`src/common/fuse_decode_params.svh`:
```
// Constants for the fuse lock and configuration decoder: offsets, word indices,
// field positions and fixed values. Assumes inclusion by bare name.
`ifndef FUSE_DECODE_PARAMS_SVH
`define FUSE_DECODE_PARAMS_SVH

// ****************************************************************************
// Shadow word and soft fuse offsets (byte offsets within the fuse controller map).
// ****************************************************************************
`define OFS_REGION_LOCK 12'h400
`define OFS_CHALLENGE 12'h410
`define OFS_CHALLENGE_HI 12'h420
`define OFS_SPEED_GRADE 12'h440
`define OFS_FEATURE_DIS 12'h450
`define OFS_BOOT_SEC 12'h470
`define OFS_BOOT_PARAM_A 12'h480
`define OFS_BOOT_PARAM_B 12'h490
`define OFS_BOOT_PARAM_C 12'h4a0
`define OFS_BOOT_PARAM_D 12'h4b0
`define OFS_ROOT_DIGEST 12'h580
`define OFS_DBG_RESP 12'h600
`define OFS_DBG_RESP_HI 12'h610
`define OFS_USB_ID 12'h620
`define OFS_RETURN_TEST 12'h630
`define OFS_NET_ID 12'h640
`define OFS_KEY_REVOKE 12'h670
`define OFS_GENERAL_A 12'h780
`define OFS_GENERAL_B 12'h7a0
`define OFS_GENERAL_C 12'h800
`define OFS_SOFT_FUSE 12'h060

// ****************************************************************************
// Word indices into the shadow array.
// ****************************************************************************
`define NUM_WORDS 20
`define IDX_REGION_LOCK 5'h00
`define IDX_CHALLENGE 5'h01
`define IDX_CHALLENGE_HI 5'h02
`define IDX_SPEED_GRADE 5'h03
`define IDX_FEATURE_DIS 5'h04
`define IDX_BOOT_SEC 5'h05
`define IDX_BOOT_PARAM_A 5'h06
`define IDX_BOOT_PARAM_B 5'h07
`define IDX_BOOT_PARAM_C 5'h08
`define IDX_BOOT_PARAM_D 5'h09
`define IDX_ROOT_DIGEST 5'h0a
`define IDX_DBG_RESP 5'h0b
`define IDX_DBG_RESP_HI 5'h0c
`define IDX_USB_ID 5'h0d
`define IDX_RETURN_TEST 5'h0e
`define IDX_NET_ID 5'h0f
`define IDX_KEY_REVOKE 5'h10
`define IDX_GENERAL_A 5'h11
`define IDX_GENERAL_B 5'h12
`define IDX_GENERAL_C 5'h13

// ****************************************************************************
// Field positions and fixed values.
// ****************************************************************************
`define POISON_WORD 32'hbadabada
`define FREQ_TOP_MHZ 12'h8fc
`define FREQ_STEP_MHZ 12'h064
`define BOOT_MODE_DEV 2'h0
`define BOOT_MODE_PROD 2'h2

`endif

```
`src/common/fuse_decode_pkg.sv`:
```
// Types shared by the fuse lock and configuration decoder.
// Assumes the constants header is on the include path.
`default_nettype none

package fuse_decode_pkg;

    `include "fuse_decode_params.svh"

    // Lock region that governs a shadow word.
    typedef enum logic [3:0] {
        RGN_NONE, RGN_TESTER, RGN_BOOT, RGN_DIGEST, RGN_RESP,
        RGN_USB, RGN_NET, RGN_GEN_A, RGN_GEN_B, RGN_GEN_C, RGN_LOCKWORD
    } region_e;

    // Lifecycle state decoded from the two security bits.
    typedef enum logic [1:0] {LC_FACTORY, LC_OPEN, LC_CLOSED} lifecycle_e;

    // Boot source chosen by the boot mode and the fuse-select bit.
    typedef enum logic [1:0] {BOOT_PINS, BOOT_FUSES, BOOT_SERIAL} boot_src_e;

    // Permissions of one controlled field.
    typedef struct packed {
        logic rd;
        logic sense;
        logic burn;
        logic ovr;
    } perm_s;

    // Shadow access request.
    typedef struct packed {
        logic req;
        logic wr;
        logic [11:0] addr;
        logic [31:0] wdata;
    } acc_req_s;

    // Decoded configuration for on-chip consumers.
    typedef struct packed {
        logic [2:0] core_count;
        logic core_code_reserved;
        logic [11:0] freq_mhz;
        lifecycle_e lifecycle_state;
        logic security_debug_block;
        logic crypto_disable;
        logic [8:0] unit_disable;
        logic trace_allowed;
        logic secure_debug_ctrl_off;
        logic [1:0] debug_security_level;
        logic debug_grant;
        boot_src_e boot_source;
        logic reset_ctrl_boot_mirror;
        logic field_return;
        logic [3:0] key_revocation_mask;
        logic [55:0] debug_response_value;
    } cfg_s;

    // Whole state of the decoder.
    typedef struct packed {
        logic [`NUM_WORDS-1:0][31:0] shadow;
        logic boot_auth_debug_grant;
        logic loaded;
        logic err;
        logic ack;
        logic [31:0] rdata;
        logic burn_ok;
        logic burn_refused;
        logic [2:0][1:0] mode_sync;
        logic [1:0] boot_mode;
        cfg_s cfg;
    } state_s;

endpackage

`default_nettype wire

```
`src/fuse_lock_and_config_decode.sv`:
```
// Fuse shadow store with lock-region permission checks and configuration decode.
// Assumes the fuse sequencer feeds the shadow words after reset and pulses done,
// and that access and burn requests come from logic on the same clock.
`default_nettype none

module fuse_lock_and_config_decode
    import fuse_decode_pkg::*;
(
    // Clock and reset.
    input wire logic i_clock,
    input wire logic i_rst,
    // Fuse sequencer load port.
    input wire logic i_load_valid,
    input wire logic [11:0] i_load_addr,
    input wire logic [31:0] i_load_data,
    input wire logic i_load_done,
    // Shadow access port.
    input wire acc_req_s i_acc,
    input wire logic i_err_clear,
    output logic o_ack,
    output logic [31:0] o_rdata,
    output logic o_err,
    // Fuse burn permission check.
    input wire logic i_burn_req,
    input wire logic [11:0] i_burn_addr,
    output logic o_burn_ok,
    output logic o_burn_refused,
    // Boot mode pins, asynchronous.
    input wire logic [1:0] i_boot_mode,
    // Decoded configuration.
    output logic o_fuse_latched,
    output cfg_s o_cfg
);

    // ************************************************************************
    // Helper functions.
    // ************************************************************************

    // Maps a byte offset to a shadow index; hit is low for unmapped offsets.
    function automatic logic [5:0] word_of(input logic [11:0] a);
        logic [5:0] r;
        r = 6'h00;
        if (a == `OFS_REGION_LOCK) begin
            r = {1'b1, `IDX_REGION_LOCK};
        end else if (a == `OFS_CHALLENGE) begin
            r = {1'b1, `IDX_CHALLENGE};
        end else if (a == `OFS_CHALLENGE_HI) begin
            r = {1'b1, `IDX_CHALLENGE_HI};
        end else if (a == `OFS_SPEED_GRADE) begin
            r = {1'b1, `IDX_SPEED_GRADE};
        end else if (a == `OFS_FEATURE_DIS) begin
            r = {1'b1, `IDX_FEATURE_DIS};
        end else if (a == `OFS_BOOT_SEC) begin
            r = {1'b1, `IDX_BOOT_SEC};
        end else if (a == `OFS_BOOT_PARAM_A) begin
            r = {1'b1, `IDX_BOOT_PARAM_A};
        end else if (a == `OFS_BOOT_PARAM_B) begin
            r = {1'b1, `IDX_BOOT_PARAM_B};
        end else if (a == `OFS_BOOT_PARAM_C) begin
            r = {1'b1, `IDX_BOOT_PARAM_C};
        end else if (a == `OFS_BOOT_PARAM_D) begin
            r = {1'b1, `IDX_BOOT_PARAM_D};
        end else if (a == `OFS_ROOT_DIGEST) begin
            r = {1'b1, `IDX_ROOT_DIGEST};
        end else if (a == `OFS_DBG_RESP) begin
            r = {1'b1, `IDX_DBG_RESP};
        end else if (a == `OFS_DBG_RESP_HI) begin
            r = {1'b1, `IDX_DBG_RESP_HI};
        end else if (a == `OFS_USB_ID) begin
            r = {1'b1, `IDX_USB_ID};
        end else if (a == `OFS_RETURN_TEST) begin
            r = {1'b1, `IDX_RETURN_TEST};
        end else if (a == `OFS_NET_ID) begin
            r = {1'b1, `IDX_NET_ID};
        end else if (a == `OFS_KEY_REVOKE) begin
            r = {1'b1, `IDX_KEY_REVOKE};
        end else if (a == `OFS_GENERAL_A) begin
            r = {1'b1, `IDX_GENERAL_A};
        end else if (a == `OFS_GENERAL_B) begin
            r = {1'b1, `IDX_GENERAL_B};
        end else if (a == `OFS_GENERAL_C) begin
            r = {1'b1, `IDX_GENERAL_C};
        end
        return r;
    endfunction

    // Names the lock region that governs a shadow word.
    function automatic region_e region_of(input logic [4:0] idx);
        region_e r;
        r = RGN_NONE;
        if (idx == `IDX_REGION_LOCK) begin
            r = RGN_LOCKWORD;
        end else if (idx >= `IDX_CHALLENGE && idx <= `IDX_FEATURE_DIS) begin
            r = RGN_TESTER;
        end else if (idx >= `IDX_BOOT_SEC && idx <= `IDX_BOOT_PARAM_D) begin
            r = RGN_BOOT;
        end else if (idx == `IDX_ROOT_DIGEST) begin
            r = RGN_DIGEST;
        end else if (idx == `IDX_DBG_RESP || idx == `IDX_DBG_RESP_HI) begin
            r = RGN_RESP;
        end else if (idx == `IDX_USB_ID) begin
            r = RGN_USB;
        end else if (idx == `IDX_NET_ID) begin
            r = RGN_NET;
        end else if (idx == `IDX_GENERAL_A) begin
            r = RGN_GEN_A;
        end else if (idx == `IDX_GENERAL_B) begin
            r = RGN_GEN_B;
        end else if (idx == `IDX_GENERAL_C) begin
            r = RGN_GEN_C;
        end
        return r;
    endfunction

    // Turns a two-bit lock code into permissions.
    function automatic perm_s perm_of_code(input logic [1:0] code);
        perm_s p;
        p = '{rd: 1'b1, sense: 1'b1, burn: 1'b1, ovr: 1'b1};
        p.ovr = ~code[1];
        p.burn = ~code[0];
        return p;
    endfunction

    // Permissions of a shadow word under the current lock word.
    function automatic perm_s perm_of(input logic [4:0] idx, input logic [31:0] lk);
        perm_s p;
        p = perm_of_code(2'h0);
        case (region_of(idx))
            RGN_TESTER: p = perm_of_code(lk[1:0]);
            RGN_BOOT: p = perm_of_code(lk[3:2]);
            RGN_DIGEST: p = perm_of_code({lk[9], lk[9]});
            RGN_RESP: p = lk[10] ? perm_s'{rd: 1'b0, sense: 1'b0, burn: 1'b0, ovr: 1'b0} : p;
            // undefined override-only code is treated as both protections.
            RGN_USB: p = perm_of_code(lk[13:12] == 2'h2 ? 2'h3 : lk[13:12]);
            RGN_NET: p = perm_of_code(lk[15:14]);
            RGN_GEN_A: p = perm_of_code(lk[21:20]);
            RGN_GEN_B: p = perm_of_code(lk[23:22]);
            RGN_GEN_C: p = perm_of_code(lk[25:24]);
            // The lock word itself is read only and never burned here.
            RGN_LOCKWORD: p = '{rd: 1'b1, sense: 1'b1, burn: 1'b0, ovr: 1'b0};
            default: p = perm_of_code(2'h0);
        endcase
        return p;
    endfunction

    // ************************************************************************
    // State.
    // ************************************************************************

    // Registered state and its next value.
    state_s s_q;
    state_s s_d;

    // ************************************************************************
    // Next-state logic.
    // ************************************************************************

    // Load, access, burn check, pin sync and configuration decode in one pass.
    always_comb begin
        logic [5:0] hit;
        logic [5:0] bhit;
        logic [5:0] lhit;
        perm_s p;
        perm_s bp;
        logic set_err;
        logic [31:0] lk;
        logic [31:0] fd;
        logic [31:0] bs;
        s_d = s_q;
        set_err = 1'b0;
        lk = s_q.shadow[`IDX_REGION_LOCK];
        fd = s_q.shadow[`IDX_FEATURE_DIS];
        bs = s_q.shadow[`IDX_BOOT_SEC];
        hit = word_of(i_acc.addr);
        p = perm_of(hit[4:0], lk);
        bhit = word_of(i_burn_addr);
        bp = perm_of(bhit[4:0], lk);
        lhit = word_of(i_load_addr);
        s_d.ack = 1'b0;
        s_d.burn_ok = 1'b0;
        s_d.burn_refused = 1'b0;

        // Sequencer fills shadows regardless of lock state.
        if (i_load_valid && lhit[5]) begin
            s_d.shadow[lhit[4:0]] = i_load_data;
        end
        if (i_load_done) begin
            s_d.loaded = 1'b1;
        end

        // Shadow and soft fuse access, one-cycle acknowledge.
        if (i_acc.req) begin
            s_d.ack = 1'b1;
            s_d.rdata = 32'h0000_0000;
            if (i_acc.addr == `OFS_SOFT_FUSE) begin
                if (i_acc.wr) begin
                    s_d.boot_auth_debug_grant = i_acc.wdata[0];
                end else begin
                    s_d.rdata = {31'h0000_0000, s_q.boot_auth_debug_grant};
                end
            end else if (hit[5] && !i_acc.wr) begin
                if (p.rd) begin
                    s_d.rdata = s_q.shadow[hit[4:0]];
                end else begin
                    s_d.rdata = `POISON_WORD;
                    set_err = 1'b1;
                end
            end else if (hit[5]) begin
                // locked write rejected; writes before load ends are refused too.
                if (p.ovr && s_q.loaded) begin
                    s_d.shadow[hit[4:0]] = i_acc.wdata;
                end else begin
                    set_err = 1'b1;
                end
            end
        end

        // Burn permission check answers one cycle later.
        if (i_burn_req) begin
            if (bhit[5] && bp.burn) begin
                s_d.burn_ok = 1'b1;
            end else begin
                s_d.burn_refused = 1'b1;
                set_err = 1'b1;
            end
        end

        // A new error in the clearing cycle wins over the clear.
        s_d.err = (s_q.err & ~i_err_clear) | set_err;

        // Boot mode pins: accepted once the second and third stages agree.
        s_d.mode_sync = {s_q.mode_sync[1:0], i_boot_mode};
        if (s_q.mode_sync[1] == s_q.mode_sync[2]) begin
            s_d.boot_mode = s_q.mode_sync[2];
        end

        case (fd[1:0])
            2'h0: s_d.cfg.core_count = 3'h4;
            2'h2: s_d.cfg.core_count = 3'h2;
            2'h3: s_d.cfg.core_count = 3'h1;
            default: s_d.cfg.core_count = 3'h0;
        endcase
        s_d.cfg.core_code_reserved = (fd[1:0] == 2'h1);
        s_d.cfg.freq_mhz = `FREQ_TOP_MHZ
            - 12'(`FREQ_STEP_MHZ * {8'h00, s_q.shadow[`IDX_SPEED_GRADE][11:8]});
        if (bs[25]) begin
            s_d.cfg.lifecycle_state = LC_CLOSED;
        end else if (fd[17]) begin
            s_d.cfg.lifecycle_state = LC_OPEN;
        end else begin
            s_d.cfg.lifecycle_state = LC_FACTORY;
        end
        s_d.cfg.security_debug_block = bs[25];
        s_d.cfg.crypto_disable = fd[16];
        s_d.cfg.unit_disable = {fd[31:28], fd[24], fd[11:8]};
        s_d.cfg.secure_debug_ctrl_off = bs[21];
        s_d.cfg.debug_security_level = bs[21] ? 2'h3 : bs[23:22];
        s_d.cfg.trace_allowed = ~bs[20] | (~bs[21] & (bs[23:22] == 2'h0));
        s_d.cfg.debug_grant = s_q.boot_auth_debug_grant & ~bs[26];
        if (bs[28]) begin
            s_d.cfg.boot_source = BOOT_FUSES;
        end else if (s_q.boot_mode == `BOOT_MODE_PROD) begin
            s_d.cfg.boot_source = BOOT_SERIAL;
        end else begin
            s_d.cfg.boot_source = BOOT_PINS;
        end
        s_d.cfg.reset_ctrl_boot_mirror = bs[29];
        s_d.cfg.field_return = s_q.shadow[`IDX_RETURN_TEST][0];
        s_d.cfg.key_revocation_mask = s_q.shadow[`IDX_KEY_REVOKE][3:0];
        s_d.cfg.debug_response_value = {s_q.shadow[`IDX_DBG_RESP_HI][23:0], s_q.shadow[`IDX_DBG_RESP]};
    end

    // ************************************************************************
    // State register.
    // ************************************************************************

    // Resets to cleared shadows; the lock word reads zero until loaded, so
    // consumers must wait for the latched flag before trusting any decode.
    always_ff @(posedge i_clock or posedge i_rst) begin
        if (i_rst) begin
            s_q <= '0;
        end else begin
            s_q <= s_d;
        end
    end

    // ************************************************************************
    // Outputs.
    // ************************************************************************

    // Every output is a field of the state register.
    assign o_ack = s_q.ack;
    assign o_rdata = s_q.rdata;
    assign o_err = s_q.err;
    assign o_burn_ok = s_q.burn_ok;
    assign o_burn_refused = s_q.burn_refused;
    assign o_fuse_latched = s_q.loaded;
    assign o_cfg = s_q.cfg;

endmodule

`default_nettype wire

```
`config.mk`:
```
export PLATFORM = sky130hd
export DESIGN_NAME = fuse_lock_and_config_decode
export DESIGN_NICKNAME = d
export VERILOG_FILES = /design/src/common/fuse_decode_pkg.sv /design/src/fuse_lock_and_config_decode.sv
export VERILOG_INCLUDE_DIRS = /design/src /design/src/common
export SDC_FILE = /design/constraint.sdc
export NUM_CORES = 2
export LEC_CHECK = 0
export BUFFER_PORTS_ARGS = -buffer_cell sky130_fd_sc_hd__buf_2
export CORE_ASPECT_RATIO = 0.5
export CORE_MARGIN = 2
export CORE_UTILIZATION = 65
export DETAILED_ROUTE_END_ITERATION = 16
export PLACE_DENSITY = 0.84
export SYNTH_ARGS = -nofsm -noshare
export SYNTH_HDL_FRONTEND = slang
export SYNTH_SLANG_ARGS = --single-unit
export TNS_END_PERCENT = 10
```
`constraint.sdc`:
```
create_clock -name i_clock -period 80.2 [get_ports i_clock]
set_input_delay 12.03 -clock i_clock [delete_from_list [all_inputs] [get_ports i_clock]]
set_output_delay 12.03 -clock i_clock [all_outputs]
set_load 0.02 [all_outputs]
```
==> impl_metrics.ini <==
[sta]
max_slew_margin_pct = 9.88
hold_viol = 0
post-route-period-util_pct = 21.9
fmax_mhz = 56.9
rsz0062_at_grt = no
clock_skew_ns = 0.0276
worstMarginPinSlew_ns = 1.35
period_minus_slack_ns = 17.58
setup_viol = 0
drv_slew = 0
fin_tns_setup_ns = 0

[routing]
wl_met1_um = 51800
first_pass_iters = 6
vias = 34400
drt_wl_total_um = 138000
route.detailed.drc = 0
wl_per_cell_um = 27.9
met3_wirelength_um = 16100
avgViaCountPerCell = 6.95
drt_iter0_drc = 5356
highest_layer = met5
ant_nets = 0
route.met2.wl_um = 61400

[setup_path]
cp_top_family = compound AO/OA/AOI/OAI gates
cp_common_cell = buf_4
rrSetupSlack_ns = 76.79
cp_num_buf_inv = 3
arrival_ns = 18.10
rr_startpoint = s_q[167]
crit_chain = buf_2 -> nor4_2 -> nand2_1 -> a21oi_1 -> or4_4 -> buf_4 -> nor3_1 -> o41a_1 -> nor3b_1 -> a31o_2 -> o21ai_4 -> buf_4 -> mux2_2
start_kind = primary input
worst-setup-path-type = in -> reg
cp_slowest_cell = o21ai_4
ff2ff_path_depth = 7
critPathMaxFanout = 61
r2r-end = s_d[43]
max_stage_delay_ns = 0.85
cp.required_ns = 80.72
end_kind = flip-flop

[place]
hpwl_um = 78200
place.gp.congestion = 0.935
post_dp_cell_area_um2 = 44600
dp.cells = 4825
port_buffers = 242

[floorplan]
die_w_um = 373
ios = 245
die_h_um = 188
fp.dieArea_um2 = 70200
initial_core_util_pct = 65.8
fp.coreArea_um2 = 67100
rows = 67

[power_and_ir_drop]
p_comb_share_pct = 4.7
seqPwrFrac_pct = 50.5
p_int_mw = 0.600
switching_share_pct = 23.9
power.switching_mw = 0.189
pwr-share-clk_pct = 44.7
p_leak_nw = 23.2
p_per_area_nw_per_um2 = 16.8
peakVddDrop_v = 0.0000139

[global_routing]
grt_usage_pct = 38.7
grt.overflow.total = 0
grt_max_degree = 214
grt_pass1_vias = 34100
grt_pass1_wl_um = 206000
grt_antenna_before_repair = 4

[yosys]
synth.area.top_cells = dfrtp_1, mux2_2, mux2_1
ys_async_sr_fraction_pct = 100
yosys_warnings = 0
yosys.cell_count.top_type = mux2_2
synthesis.area_um2 = 44200
synth_largest_area_cell = dfrtp_1
yosysUniqueCellTypes = 74
yosysSeqAreaShare_pct = 44.3
synth_edf_count = 0
yosys_register_bits = 781
synth.top_cell.area_share_pct = 44.3
synth_commonest_cells = mux2_2, dfrtp_1, nand2_1
synth_cells = 4165
synth_top_flop_cell = dfrtp_1
avgSynthCellArea_um2 = 10.6

[clock_network]
cts-root-buf = clkbuf_16
clk_latency_ns = 0.65
cts_resized = 0
cts_tree = yes
cts-buffers-inserted = 70
cts_max_level = 3
cts_buffer_depth = 3
postCtsSetupBuffers = 0
cts_hold_buf = 0
clock-sinks = 781
clk_pin_slew_ns = 0.07

[final_layout]
layout-drive-gt1-share_pct = 32.9
area_growth_pct = 6.20
final_cells = 4950
multi_input_area_um2 = 22000
nFillCells = 4545
register_area_um2 = 19500
fin_area_um2 = 46900
final_nets = 4121

[worst_hold_path]
hold_end = s_d[104]
min_path_cells = 0
min_from = s_d[102]
hold_path_class = reg -> reg

[run]
cap_violations = 0

[run_status]
status = finished clean
-- cells in the final DEF, fill, tap and decap left out, types with 74 or more instances in the layout --
cell type	n
and3_1	120
dfrtp_1	781
o21ai_0	102
mux2_2	853
clkbuf_16	74
nand3_1	124
buf_2	242
mux2_1	270
nand2_1	735
a31oi_1	76
-- worst max path at each step --
stage               endpoint  slack, ns  cells past startpoint  startpoint
floorplan              o_ack      46.24                      1       i_rst
global placement    s_q[410]      62.30                     13   i_acc[33]
detailed placement  s_q[403]      62.21                     13   i_acc[33]
CTS                 s_q[406]      62.86                     13   i_acc[33]
global route        s_q[408]      62.57                     13   i_acc[33]
finish              s_q[406]      62.62                     13   i_acc[33]
-- cells by family (layout without fill, tap and decap cells) --
group / Yosys count / after routing / synth area share, %
compound gates: 415 / 415 / 6.59
other cells: 1 / 7 / 0.00849
xor+xnor: 11 / 11 / 0.218
simple gates: 1182 / 1182 / 12.0
mux: 1189 / 1189 / 30.1
flops: 781 / 781 / 44.3
fa+ha+maj: 13 / 13 / 0.374
buf+inv: 573 / 455 / 6.42
-- metrics by stage --
| stage | hold WS (ns) | worst slack, ns | total power [mW] | util [%] |
|---|---|---|---|---|
| 6_report | 0.353 | 62.62 | 0.789 | 69.9 |
| 5_1_grt | 0.368 | 62.57 | 0.809 | 69.9 |
| 3_3_place_gp | 0.332 | 62.30 | 0.442 | 66.4 |
| 4_1_cts | 0.355 | 62.86 | 0.787 | 69.9 |
| 3_5_place_dp | 0.340 | 62.21 | 0.443 | 66.4 |
| 2_1_floorplan | 0.331 | 46.24 | 0.430 | - |
-- flip-flops by register name, summed over array words and instances, names as in the netlist --
signal,cells
o_rdata,32
o_burn_ok,1
o_fuse_latched,1
s_d,78
s_q,571
o_cfg,95
o_err,1
o_burn_refused,1
o_ack,1
-- power groups by stage --
stage / Sequential, mW / Clock (mW) / Combinational, mW
floorplan: 0.406 / 0 / 0.0244
global placement: 0.406 / 0 / 0.0360
detailed placement: 0.406 / 0 / 0.0367
CTS: 0.399 / 0.352 / 0.0369
global route: 0.398 / 0.370 / 0.0405
finish: 0.399 / 0.353 / 0.0374
-- routing by layer --
layer  vias to the layer above  GRT usage, %
li1                      14200             -
met1                     17100          51.4
met2                      2529          58.4
met3                       567          8.99
met4                         2          22.3
met5                         -             0
-- final cells by class --
class                   count  area share (%)
multi-input cells        2812            47.0
flip-flops and latches    781            41.7
clock buffers             101            4.46
repair buffers            312            3.76
well taps                 897            2.39
clock inverters            19           0.480
inverters                  23           0.200
diodes                      5          0.0267
Power figures use the tool's default switching activity.
